$ cat src/hdl/nv_xfer_pkg.sv
// Constants shared by the EEPROM transfer controller and its testbench.
// Assumes a 12-bit byte-wide register space behind the serial control port.
package nv_xfer_pkg;
    localparam int ADDR_W = 12;
    localparam int DATA_W = 8;
    // Register offsets
    localparam logic [11:0] OFS_STATUS_PIN_CFG = 12'h0232;
    localparam logic [11:0] OFS_COMMIT = 12'h0234;
    localparam logic [11:0] OFS_SEG_FIRST = 12'h0A00;
    localparam logic [11:0] OFS_SEG_LAST = 12'h0A16;
    localparam logic [11:0] OFS_XFER_STATUS = 12'h0B00;
    localparam logic [11:0] OFS_ERROR = 12'h0B01;
    localparam logic [11:0] OFS_CONTROL_FIRST = 12'h0B02;
    localparam logic [11:0] OFS_STORE_TRIGGER = 12'h0B03;
    // Field positions
    localparam int BIT_BUSY = 0;
    localparam int BIT_ERROR = 0;
    localparam int BIT_WRITE_EN = 0;
    localparam int BIT_SOFT_LOAD = 1;
    localparam int BIT_STORE = 0;
    localparam int BIT_PIN_SEL = 4;
    localparam int BIT_COMMIT = 0;
    // Segment list layout and opcodes
    localparam int SEG_COUNT = 23;
    localparam int SEG_IDX_W = 5;
    localparam int SEG_OP_BIT = 7;
    localparam logic [7:0] OP_COMMIT = 8'h80;
    localparam logic [7:0] OP_END = 8'hFF;
    localparam logic [7:0] SEG_DEF_COUNT = 8'h7F;
    localparam logic [7:0] SEG_DEF_ADDR_HI = 8'h00;
    localparam logic [7:0] SEG_DEF_ADDR_LO = 8'h00;
    // Reset value, default array depth and sequencer states
    localparam logic [7:0] RST_BYTE = 8'h00;
    localparam int NV_DEPTH_DEF = 256;
    typedef enum logic [2:0] {
        S_IDLE, S_SEG, S_REQ, S_WAIT, S_MOVE, S_CHK_REQ, S_CHK, S_DONE
    } xfer_state_t;
endpackage

$ cat src/hdl/nv_mem_if.sv
// Port bundle between the transfer controller and the nonvolatile array.
// Assumes both ends run on the same clock; read data lag a read by one cycle.
`timescale 1ns/10ps
interface nv_mem_if #(parameter int AW = 8);
    logic [AW-1:0] addr;
    logic [7:0] wdata;
    logic [7:0] rdata;
    logic we;
    logic re;
    modport ctrl (output addr, output wdata, output we, output re, input rdata);
    modport mem (input addr, input wdata, input we, input re, output rdata);
endinterface

$ cat src/hdl/nv_array.sv
// Byte-wide nonvolatile storage model with registered read data.
// Assumes the controller never reads and writes in the same cycle.
`timescale 1ns/10ps
module nv_array #(
    parameter int DEPTH = 256 // Bytes held
) (
    input wire logic sys_clk, // System clock
    input wire logic ce, // Clock enable
    nv_mem_if.mem port // Controller side
);
    logic [7:0] cells [DEPTH];

    // Contents survive srst on purpose: that is what makes them nonvolatile
    always_ff @(posedge sys_clk) begin
        if (ce) begin
            if (port.we) begin
                cells[port.addr] <= port.wdata;
            end
            if (port.re) begin
                port.rdata <= cells[port.addr];
            end
        end
    end
endmodule

$ cat src/hdl/nv_xfer_ctrl.sv
// EEPROM transfer controller: control/status registers, segment-list walker,
// store and reload sequencer with checksum, commit strobe and status pin.
// Assumes a same-clock register port and a buffer bank with one-cycle read.
`timescale 1ns/10ps
module nv_xfer_ctrl
    import nv_xfer_pkg::*;
#(
    parameter int NV_DEPTH = nv_xfer_pkg::NV_DEPTH_DEF // EEPROM bytes
) (
    input wire logic sys_clk, // 100 MHz clock
    input wire logic srst, // Sync reset, high
    input wire logic ce, // Clock enable
    input wire logic [nv_xfer_pkg::ADDR_W-1:0] reg_addr, // Register address
    input wire logic [nv_xfer_pkg::DATA_W-1:0] reg_wdata, // Register write data
    input wire logic reg_wr, // Register write strobe
    input wire logic reg_rd, // Register read strobe
    output logic [nv_xfer_pkg::DATA_W-1:0] reg_rdata, // Read data, next cycle
    input wire logic nv_boot_select_pin, // Boot select pin, async
    output logic status_out_zero_pin, // Status pin zero
    output logic commit_buffer_strobe, // Buffer to active pulse
    output logic soft_reset_pulse, // Soft reset start pulse
    output logic [nv_xfer_pkg::ADDR_W-1:0] buf_addr, // Buffer bank address
    output logic buf_rd, // Buffer read strobe
    output logic buf_wr, // Buffer write strobe
    output logic [nv_xfer_pkg::DATA_W-1:0] buf_wdata, // Buffer write data
    input wire logic [nv_xfer_pkg::DATA_W-1:0] buf_rdata // Buffer data, cycle after read
);
    import nv_xfer_pkg::*;
    localparam int NW = $clog2(NV_DEPTH);

    nv_mem_if #(.AW(NW)) mem_bus ();
    nv_array #(.DEPTH(NV_DEPTH)) u_array (
        .sys_clk(sys_clk),
        .ce(ce),
        .port(mem_bus.mem)
    );

    xfer_state_t state_r;
    logic [7:0] seg_r [SEG_COUNT];
    logic [SEG_IDX_W-1:0] seg_ptr_r;
    logic [6:0] cnt_r;
    logic [ADDR_W-1:0] addr_r;
    logic [NW-1:0] nv_ptr_r;
    logic [7:0] sum_r;
    logic busy_r, err_r, wen_r, soft_r, store_r, pin_sel_r, commit_r, soft_pulse_r;
    logic boot_meta_r, boot_sync_r;
    logic [7:0] rdata_r;
    logic [ADDR_W-1:0] buf_addr_r;
    logic buf_rd_r, buf_wr_r;
    logic [7:0] buf_wdata_r;
    logic pin_r;

    // Register decode
    wire idle = (state_r == S_IDLE);
    wire wr_store = reg_wr && reg_addr == OFS_STORE_TRIGGER && reg_wdata[BIT_STORE];
    wire wr_ctrl = reg_wr && reg_addr == OFS_CONTROL_FIRST;
    wire wr_soft = wr_ctrl && reg_wdata[BIT_SOFT_LOAD];
    wire wr_commit = reg_wr && reg_addr == OFS_COMMIT && reg_wdata[BIT_COMMIT];
    wire in_seg = reg_addr >= OFS_SEG_FIRST && reg_addr <= OFS_SEG_LAST;
    wire [SEG_IDX_W-1:0] seg_idx = SEG_IDX_W'(reg_addr - OFS_SEG_FIRST);
    // Write protection gates a store request before it can start
    wire start_store = idle && wr_store && wen_r;
    wire start_load = idle && wr_soft && !boot_sync_r;
    wire start_any = start_store || start_load;

    // Segment walker view; a pointer past the list ends the transfer safely
    wire seg_end = (32'(seg_ptr_r) >= SEG_COUNT);
    wire [7:0] seg_b0 = seg_end ? OP_END : seg_r[seg_ptr_r];
    wire [7:0] seg_b1 = (32'(seg_ptr_r) + 1 < SEG_COUNT) ? seg_r[seg_ptr_r + 5'd1] : RST_BYTE;
    wire [7:0] seg_b2 = (32'(seg_ptr_r) + 2 < SEG_COUNT) ? seg_r[seg_ptr_r + 5'd2] : RST_BYTE;
    wire seg_is_op = seg_b0[SEG_OP_BIT];
    wire seg_commit = (state_r == S_SEG) && seg_b0 == OP_COMMIT;

    // Array port, driven combinationally by the sequencer
    assign mem_bus.addr = nv_ptr_r;
    assign mem_bus.we = store_r && wen_r && ((state_r == S_MOVE) || (state_r == S_CHK_REQ));
    assign mem_bus.wdata = (state_r == S_MOVE) ? buf_rdata : sum_r;
    assign mem_bus.re = !store_r && ((state_r == S_WAIT) || (state_r == S_CHK_REQ));
    wire [7:0] moved = store_r ? buf_rdata : mem_bus.rdata;

    // Readback mux; reserved bits and unmapped offsets read zero
    wire [7:0] rd_mux =
        (reg_addr == OFS_XFER_STATUS) ? 8'(busy_r) << BIT_BUSY :
        (reg_addr == OFS_ERROR) ? 8'(err_r) << BIT_ERROR :
        (reg_addr == OFS_CONTROL_FIRST) ?
            ((8'(soft_r) << BIT_SOFT_LOAD) | (8'(wen_r) << BIT_WRITE_EN)) :
        (reg_addr == OFS_STORE_TRIGGER) ? 8'(store_r) << BIT_STORE :
        (reg_addr == OFS_STATUS_PIN_CFG) ? 8'(pin_sel_r) << BIT_PIN_SEL :
        in_seg ? seg_r[seg_idx] : RST_BYTE;

    // Boot select pin crosses in through two flops
    always_ff @(posedge sys_clk) begin
        if (srst) begin
            boot_meta_r <= 1'b1;
            boot_sync_r <= 1'b1;
        end else if (ce) begin
            boot_meta_r <= nv_boot_select_pin;
            boot_sync_r <= boot_meta_r;
        end
    end

    // Host-writable control bits; enable resets to protected
    always_ff @(posedge sys_clk) begin
        if (srst) begin
            wen_r <= 1'b0;
            pin_sel_r <= 1'b0;
        end else if (ce) begin
            if (wr_ctrl) begin
                wen_r <= reg_wdata[BIT_WRITE_EN];
            end
            if (reg_wr && reg_addr == OFS_STATUS_PIN_CFG) begin
                pin_sel_r <= reg_wdata[BIT_PIN_SEL];
            end
        end
    end

    // Segment list; default moves 128 bytes from 0x000, commits, then ends
    always_ff @(posedge sys_clk) begin
        if (srst) begin
            for (int i = 0; i < SEG_COUNT; i++) begin
                seg_r[i] <= (i == 0) ? SEG_DEF_COUNT : (i == 1) ? SEG_DEF_ADDR_HI :
                    (i == 2) ? SEG_DEF_ADDR_LO : (i == 3) ? OP_COMMIT : OP_END;
            end
        end else if (ce && reg_wr && in_seg && idle) begin
            seg_r[seg_idx] <= reg_wdata; // List is frozen while it is being walked
        end
    end

    // Register read data and output flops
    always_ff @(posedge sys_clk) begin
        if (srst) begin
            rdata_r <= RST_BYTE;
            pin_r <= 1'b0;
            commit_r <= 1'b0;
            soft_pulse_r <= 1'b0;
        end else if (ce) begin
            rdata_r <= reg_rd ? rd_mux : rdata_r;
            pin_r <= pin_sel_r && busy_r;
            commit_r <= wr_commit || seg_commit; // One cycle, self clearing
            soft_pulse_r <= start_load;
        end
    end

    // Transfer sequencer
    always_ff @(posedge sys_clk) begin
        if (srst) begin
            state_r <= S_IDLE;
            busy_r <= 1'b0;
            err_r <= 1'b0;
            store_r <= 1'b0;
            soft_r <= 1'b0;
            seg_ptr_r <= '0;
            cnt_r <= '0;
            addr_r <= '0;
            nv_ptr_r <= '0;
            sum_r <= RST_BYTE;
            buf_addr_r <= '0;
            buf_rd_r <= 1'b0;
            buf_wr_r <= 1'b0;
            buf_wdata_r <= RST_BYTE;
        end else if (ce) begin
            buf_rd_r <= 1'b0;
            buf_wr_r <= 1'b0;
            case (state_r)
                S_IDLE: begin
                    if (start_any) begin
                        state_r <= S_SEG;
                        busy_r <= 1'b1;
                        err_r <= 1'b0;
                        store_r <= start_store;
                        soft_r <= start_load;
                        seg_ptr_r <= '0;
                        nv_ptr_r <= '0;
                        sum_r <= RST_BYTE;
                    end
                end
                S_SEG: begin
                    // Opcodes take one byte, data entries three
                    if (seg_end || seg_b0 == OP_END) begin
                        state_r <= S_CHK_REQ;
                    end else if (seg_is_op) begin
                        seg_ptr_r <= seg_ptr_r + 5'd1;
                    end else begin
                        cnt_r <= seg_b0[6:0];
                        addr_r <= {seg_b1[3:0], seg_b2};
                        seg_ptr_r <= seg_ptr_r + 5'd3;
                        state_r <= S_REQ;
                    end
                end
                S_REQ: begin
                    buf_addr_r <= addr_r;
                    buf_rd_r <= store_r;
                    state_r <= S_WAIT;
                end
                S_WAIT: begin
                    state_r <= S_MOVE;
                end
                S_MOVE: begin
                    buf_wr_r <= !store_r;
                    buf_wdata_r <= moved;
                    sum_r <= sum_r + moved;
                    nv_ptr_r <= nv_ptr_r + 1'b1;
                    addr_r <= addr_r + 1'b1;
                    cnt_r <= cnt_r - 7'd1;
                    state_r <= (cnt_r == 7'd0) ? S_SEG : S_REQ;
                end
                S_CHK_REQ: begin
                    state_r <= store_r ? S_DONE : S_CHK;
                end
                S_CHK: begin
                    err_r <= (mem_bus.rdata != sum_r);
                    state_r <= S_DONE;
                end
                S_DONE: begin
                    busy_r <= 1'b0;
                    store_r <= 1'b0;
                    soft_r <= 1'b0;
                    state_r <= S_IDLE;
                end
                default: begin
                    state_r <= S_IDLE;
                end
            endcase
        end
    end

    assign reg_rdata = rdata_r;
    assign status_out_zero_pin = pin_r;
    assign commit_buffer_strobe = commit_r;
    assign soft_reset_pulse = soft_pulse_r;
    assign buf_addr = buf_addr_r;
    assign buf_rd = buf_rd_r;
    assign buf_wr = buf_wr_r;
    assign buf_wdata = buf_wdata_r;

    property p_busy_read;
        @(posedge sys_clk) disable iff (srst || !ce)
        reg_rd && reg_addr == OFS_XFER_STATUS |=> reg_rdata[BIT_BUSY] == $past(busy_r);
    endproperty
    a_busy_read: assert property (p_busy_read) else $error("busy readback wrong");

    property p_pin;
        @(posedge sys_clk) disable iff (srst || !ce)
        pin_sel_r && busy_r |=> status_out_zero_pin;
    endproperty
    a_pin: assert property (p_pin) else $error("status pin not showing busy");

    property p_err_read;
        @(posedge sys_clk) disable iff (srst || !ce)
        reg_rd && reg_addr == OFS_ERROR |=> reg_rdata == {7'b0, $past(err_r)};
    endproperty
    a_err_read: assert property (p_err_read) else $error("error readback wrong");

    property p_soft;
        @(posedge sys_clk) disable iff (srst || !ce)
        idle && wr_soft && !boot_sync_r |=> busy_r && soft_r && soft_reset_pulse;
    endproperty
    a_soft: assert property (p_soft) else $error("soft reload did not start");

    property p_wen_reset;
        @(posedge sys_clk) disable iff (srst)
        $past(srst) |-> !wen_r;
    endproperty
    a_wen_reset: assert property (p_wen_reset) else $error("write enable not cleared");

    property p_store_clear;
        @(posedge sys_clk) disable iff (srst || !ce)
        $fell(busy_r) |-> !store_r && !soft_r;
    endproperty
    a_store_clear: assert property (p_store_clear) else $error("trigger not cleared");

    property p_seg_commit;
        @(posedge sys_clk) disable iff (srst || !ce)
        state_r == S_SEG && seg_b0 == OP_COMMIT |=> commit_buffer_strobe;
    endproperty
    a_seg_commit: assert property (p_seg_commit) else $error("segment commit lost");

    property p_commit_pulse;
        @(posedge sys_clk) disable iff (srst || !ce)
        idle && wr_commit |=> commit_buffer_strobe ##1 !commit_buffer_strobe;
    endproperty
    a_commit_pulse: assert property (p_commit_pulse) else $error("commit not one pulse");

    property p_protect;
        @(posedge sys_clk) disable iff (srst || !ce)
        idle && wr_store && !wen_r && !start_load |=> !busy_r;
    endproperty
    a_protect: assert property (p_protect) else $error("store ran while protected");
endmodule

$ cat config.mk
export PLATFORM = sky130hd
export DESIGN_NAME = nv_xfer_ctrl
export DESIGN_NICKNAME = d
export VERILOG_FILES = /design/src/hdl/nv_xfer_pkg.sv /design/src/hdl/nv_mem_if.sv /design/src/hdl/nv_array.sv /design/src/hdl/nv_xfer_ctrl.sv
export SDC_FILE = /design/constraint.sdc
export NUM_CORES = 2
export LEC_CHECK = 0
export BUFFER_PORTS_ARGS = -buffer_cell sky130_fd_sc_hd__buf_2
export CORE_MARGIN = 8
export CORE_UTILIZATION = 31
export DETAILED_ROUTE_END_ITERATION = 16
export PLACE_DENSITY_LB_ADDON = 0.3
export SYNTH_ARGS = -nofsm -noshare
export SYNTH_HDL_FRONTEND = slang
export SYNTH_SLANG_ARGS = --single-unit
export TNS_END_PERCENT = 100
$ cat constraint.sdc
create_clock -name sys_clk -period 8.1 [get_ports sys_clk]
set_input_delay 1.215 -clock sys_clk [delete_from_list [all_inputs] [get_ports sys_clk]]
set_output_delay 1.215 -clock sys_clk [all_outputs]
set_load 0.05 [all_outputs]
==> results.py <==
metrics = {
    "clock_network": {
        "cts_hold_buffers": 0,
        "ctsHtreeMaxLevel": 4,
        "cts_tree": "yes",
        "clkSinkCount": 2401,
        "clk-insertion-delay-late_ps": 950,
        "clk_path_buf_depth": 4,
        "ctsResizeCount": 0,
        "clk_pin_slew_ps": 60,
        "cts_setup_buffers": 0,
        "root_buffer": "clkbuf_16",
        "cts_buffers": 244,
    },
    "hold_path": {
        "min_to": "buf_addr[2]$_SDFFE_PP0P_",
        "hold-path-cell-count": 2,
        "min_path_type": "register to register",
        "min_from": "buf_addr[2]$_SDFFE_PP0P_",
    },
    "worst_setup_path": {
        "worst_ep_required_time_ps": 8710,
        "r2r_end": "u_array.port.rdata[3]$_DFFE_PP_",
        "regToRegSetupSlack_ps": 3690,
        "worstReg2RegStart": "mem_bus.addr[0]$_SDFFE_PP0P_",
        "cp_common_cell": "mux4_2",
        "cp_top_family": "multiplexers",
        "cpMaxStageDelayCell": "dfxtp_4",
        "cpPeakStageDelay_ps": 760,
        "cp_cell_sequence": "buf_4 > buf_4 > mux4_2 > mux4_2 > mux4_2 > mux2_2 > nand2_1 > o211ai_1",
        "critPathKind": "register to register",
        "arrival_ps": 5020,
        "start_kind": "register",
        "crit_path_end_kind": "register",
        "path_buf_inv": 2,
        "r2r.worst_path.cells": 8,
        "crit_fanout": 33,
    },
    "synthesis": {
        "yosysSeqAreaShare_pct": 71.6,
        "synth-async-reset-ratio_pct": 0,
        "synth-seq-cells": 2401,
        "synth_area_um2": 99500,
        "ys_warn_count": 0,
        "synth_area_per_cell_um2": 20.0,
        "syn_inst": 4986,
        "synth.distinct_cells": 77,
        "synth-edff-count": 2312,
        "synth_ff_type": "edfxtp_1",
    },
    "placement": {
        "place_inst": 9092,
        "place_congestion": 0.838,
        "pre_cts_ws_ps": 2970,
        "dp_hpwl_um": 167000,
        "port-buffer-count": 66,
    },
    "floorplan": {
        "boundaryPins": 67,
        "num_rows": 208,
        "start_util_pct": 31.1,
        "die_w_um": 583,
        "core_um2": 320000,
        "die_area_um2": 339000,
        "fp.dieH_um": 583,
    },
    "global_routing": {
        "antenna_found_initial": 12,
        "grt_max_degree": 184,
        "grtUsageTotal_pct": 15.4,
        "gr-total-overflow": 0,
        "grt_pass1_vias": 50994,
        "grt_pass1_wl_um": 386000,
    },
    "routing": {
        "drtIter0Drc": 5399,
        "wl_per_cell_um": 28.2,
        "drtAntennaViolNets": 0,
        "routed_wl_um": 269000,
        "via_per_inst": 5.31,
        "routed-via-count": 50559,
        "drtPass1Iterations": 5,
        "drc": 0,
    },
    "sta": {
        "slew_headroom_pct": 18.9,
        "fin_hold_ws_ps": 457,
        "drv_slew": 0,
        "max_freq_mhz": 227,
        "layout_setup_ws_ps": 3690,
        "min_period_over_period_pct": 54.4,
        "timing.final.crit_period_ps": 4410,
        "hold_violations": 0,
        "fin_tns_setup_ps": 0,
        "fin_skew_ps": 108,
        "rsz0062_at_grt": "false",
        "worst_slew_pin_slew_ps": 1210,
        "report.final.setup_viol": 0,
    },
    "pwr": {
        "ir_drop_mv": 0.170,
        "p_per_area_nw_per_um2": 220,
        "p_leak_nw": 35.0,
        "p_total_w": 0.0248,
    },
    "flow_run": {
        "maxCapViolations": 0,
    },
    "status": {
        "status": "complete, no violations",
    },
    "final_layout": {
        "finalNonFillerCells": 9530,
        "layout-drive-gt1-share_pct": 26.9,
        "area_growth_pct": 13.3,
        "final_nets": 5193,
    },
}
worst max-delay path by stage:
stage	startpoint	end	slack (ps)	cells past startpoint
finish	mem_bus.addr[0]$_SDFFE_PP0P_	u_array.port.rdata[3]$_DFFE_PP_	3690	8
detailed placement	ce	u_array.cells[237][1]$_DFFE_PP_	2970	10
global placement	ce	u_array.cells[230][4]$_DFFE_PP_	2930	10
CTS	mem_bus.addr[2]$_SDFFE_PP0P_	u_array.port.rdata[4]$_DFFE_PP_	3600	7
floorplan	state_r[0]$_SDFFE_PP0P_	u_array.cells[0][0]$_DFFE_PP_	2880	7
global route	seg_ptr_r[0]$_SDFFE_PP0N_	register	3370	11
flip-flops by register name, indices dropped and copies added, names as in the netlist, 3 cells and up, named ones only:
| name | count |
|---|---|
| buf_addr | 12 |
| seg_r | 256 |
| addr_r | 12 |
| state_r | 3 |
| u_array.port.rdata | 8 |
| mem_bus.addr | 8 |
| cnt_r | 7 |
| seg_ptr_r | 5 |
| sum_r | 8 |
| reg_rdata | 8 |
| u_array.cells | 2048 |
| buf_wdata | 8 |
power by group:
group / total, W / internal (W) / switching (W)
combinational: 0.000201 / 0.0000562 / 0.000144
sequential: 0.0135 / 0.0135 / 0.0000162
clock: 0.0111 / 0.00642 / 0.00468
cell families after synthesis:
family                     count (synthesis)  synth area share [%]
DFF                                     2401                  71.6
and+or+nand+nor                          949                  4.59
muxes                                    924                  19.7
buffers and inverters                    368                  1.63
AOI/OAI and AO/OA                        293                  1.99
xor gates and xnor gates                  29                 0.255
adders and majority gates                 21                 0.272
other                                      1               0.00377
worst reg2reg max path, delay by kind of cell (launching register included):
kind	cells	cell delay, ps
multiplexers	4	2070
flip-flops	1	760
AND/OR/NAND/NOR	1	80
buffers and inverters	2	1120
AO/OA/AOI/OAI	1	90
area by class of cell:
type	count	area, um2
antenna	6	15.0
multi-input combinational	2288	27000
clock inverter	140	1410
fill	29642	207000
sequential	2401	71200
tap	4200	5260
timing repair buffer	175	1320
inverter	28	105
clock buffer	292	6370
synth_stat cells, types with 20 or more instances:
library cell	instances	area share (%)
edfxtp_1	2312	70
mux4_2	823	19
nor2_1	353	1.3
clkbuf_1	197	0.74
nand2_1	170	0.64
or3_1	133	0.84
buf_2	96	0.48
dfxtp_1	89	1.8
a21oi_1	71	0.36
mux2i_1	70	0.70
nand3_1	65	0.33
a22oi_1	43	0.32
o21ai_0	41	0.21
or2_2	39	0.25
nor3_1	34	0.17
mux2_2	31	0.35
nor2b_1	31	0.19
and2_1	30	0.19
nand2b_1	28	0.18
inv_1	27	0.10
buf_1	26	0.098
xnor2_1	21	0.18
ha_1	20	0.25
metal layers:
| layer | wire (um) | global-route usage, % | share of wire [%] | vias to the layer above |
|---|---|---|---|---|
| met5 | 0 | 0 | 0 | - |
| li1 | - | - | - | 20913 |
| met4 | 7780 | 4.17 | 2.9 | 0 |
| met3 | 18600 | 2.64 | 6.9 | 403 |
| met1 | 114000 | 21.6 | 43 | 27279 |
| met2 | 128000 | 25.0 | 48 | 1964 |
through the flow:
step	util (%)	cell area, um2
floorplan	-	99800
global placement	32.8	105000
detailed placement	32.8	105000
CTS	35.2	113000
global route	35.2	113000
finish	35.2	113000
cells in the final DEF, fill, tap and decap left out, types with 28 or more instances in the layout:
| cell type | netlist | layout |
|---|---|---|
| clkinv_2 | 0 | 37 |
| or3_1 | 133 | 133 |
| a22oi_1 | 43 | 43 |
| and2_1 | 30 | 30 |
| dfxtp_1 | 89 | 77 |
| or2_2 | 39 | 39 |
| o21ai_0 | 41 | 41 |
| clkinv_1 | 1 | 59 |
| mux2_2 | 31 | 31 |
| mux2i_1 | 70 | 70 |
| nor3_1 | 34 | 33 |
| buf_2 | 96 | 64 |
| a21oi_1 | 71 | 71 |
| edfxtp_1 | 2312 | 2312 |
| clkbuf_1 | 197 | 44 |
| nand2_1 | 170 | 155 |
| mux4_2 | 823 | 823 |
| nor2_1 | 353 | 353 |
| nand3_1 | 65 | 65 |
| nand2b_1 | 28 | 28 |
| buf_4 | 10 | 98 |
| nor2b_1 | 31 | 31 |
| conb_1 | 1 | 72 |
| clkbuf_16 | 0 | 248 |
(Power assumes the default switching activity.)
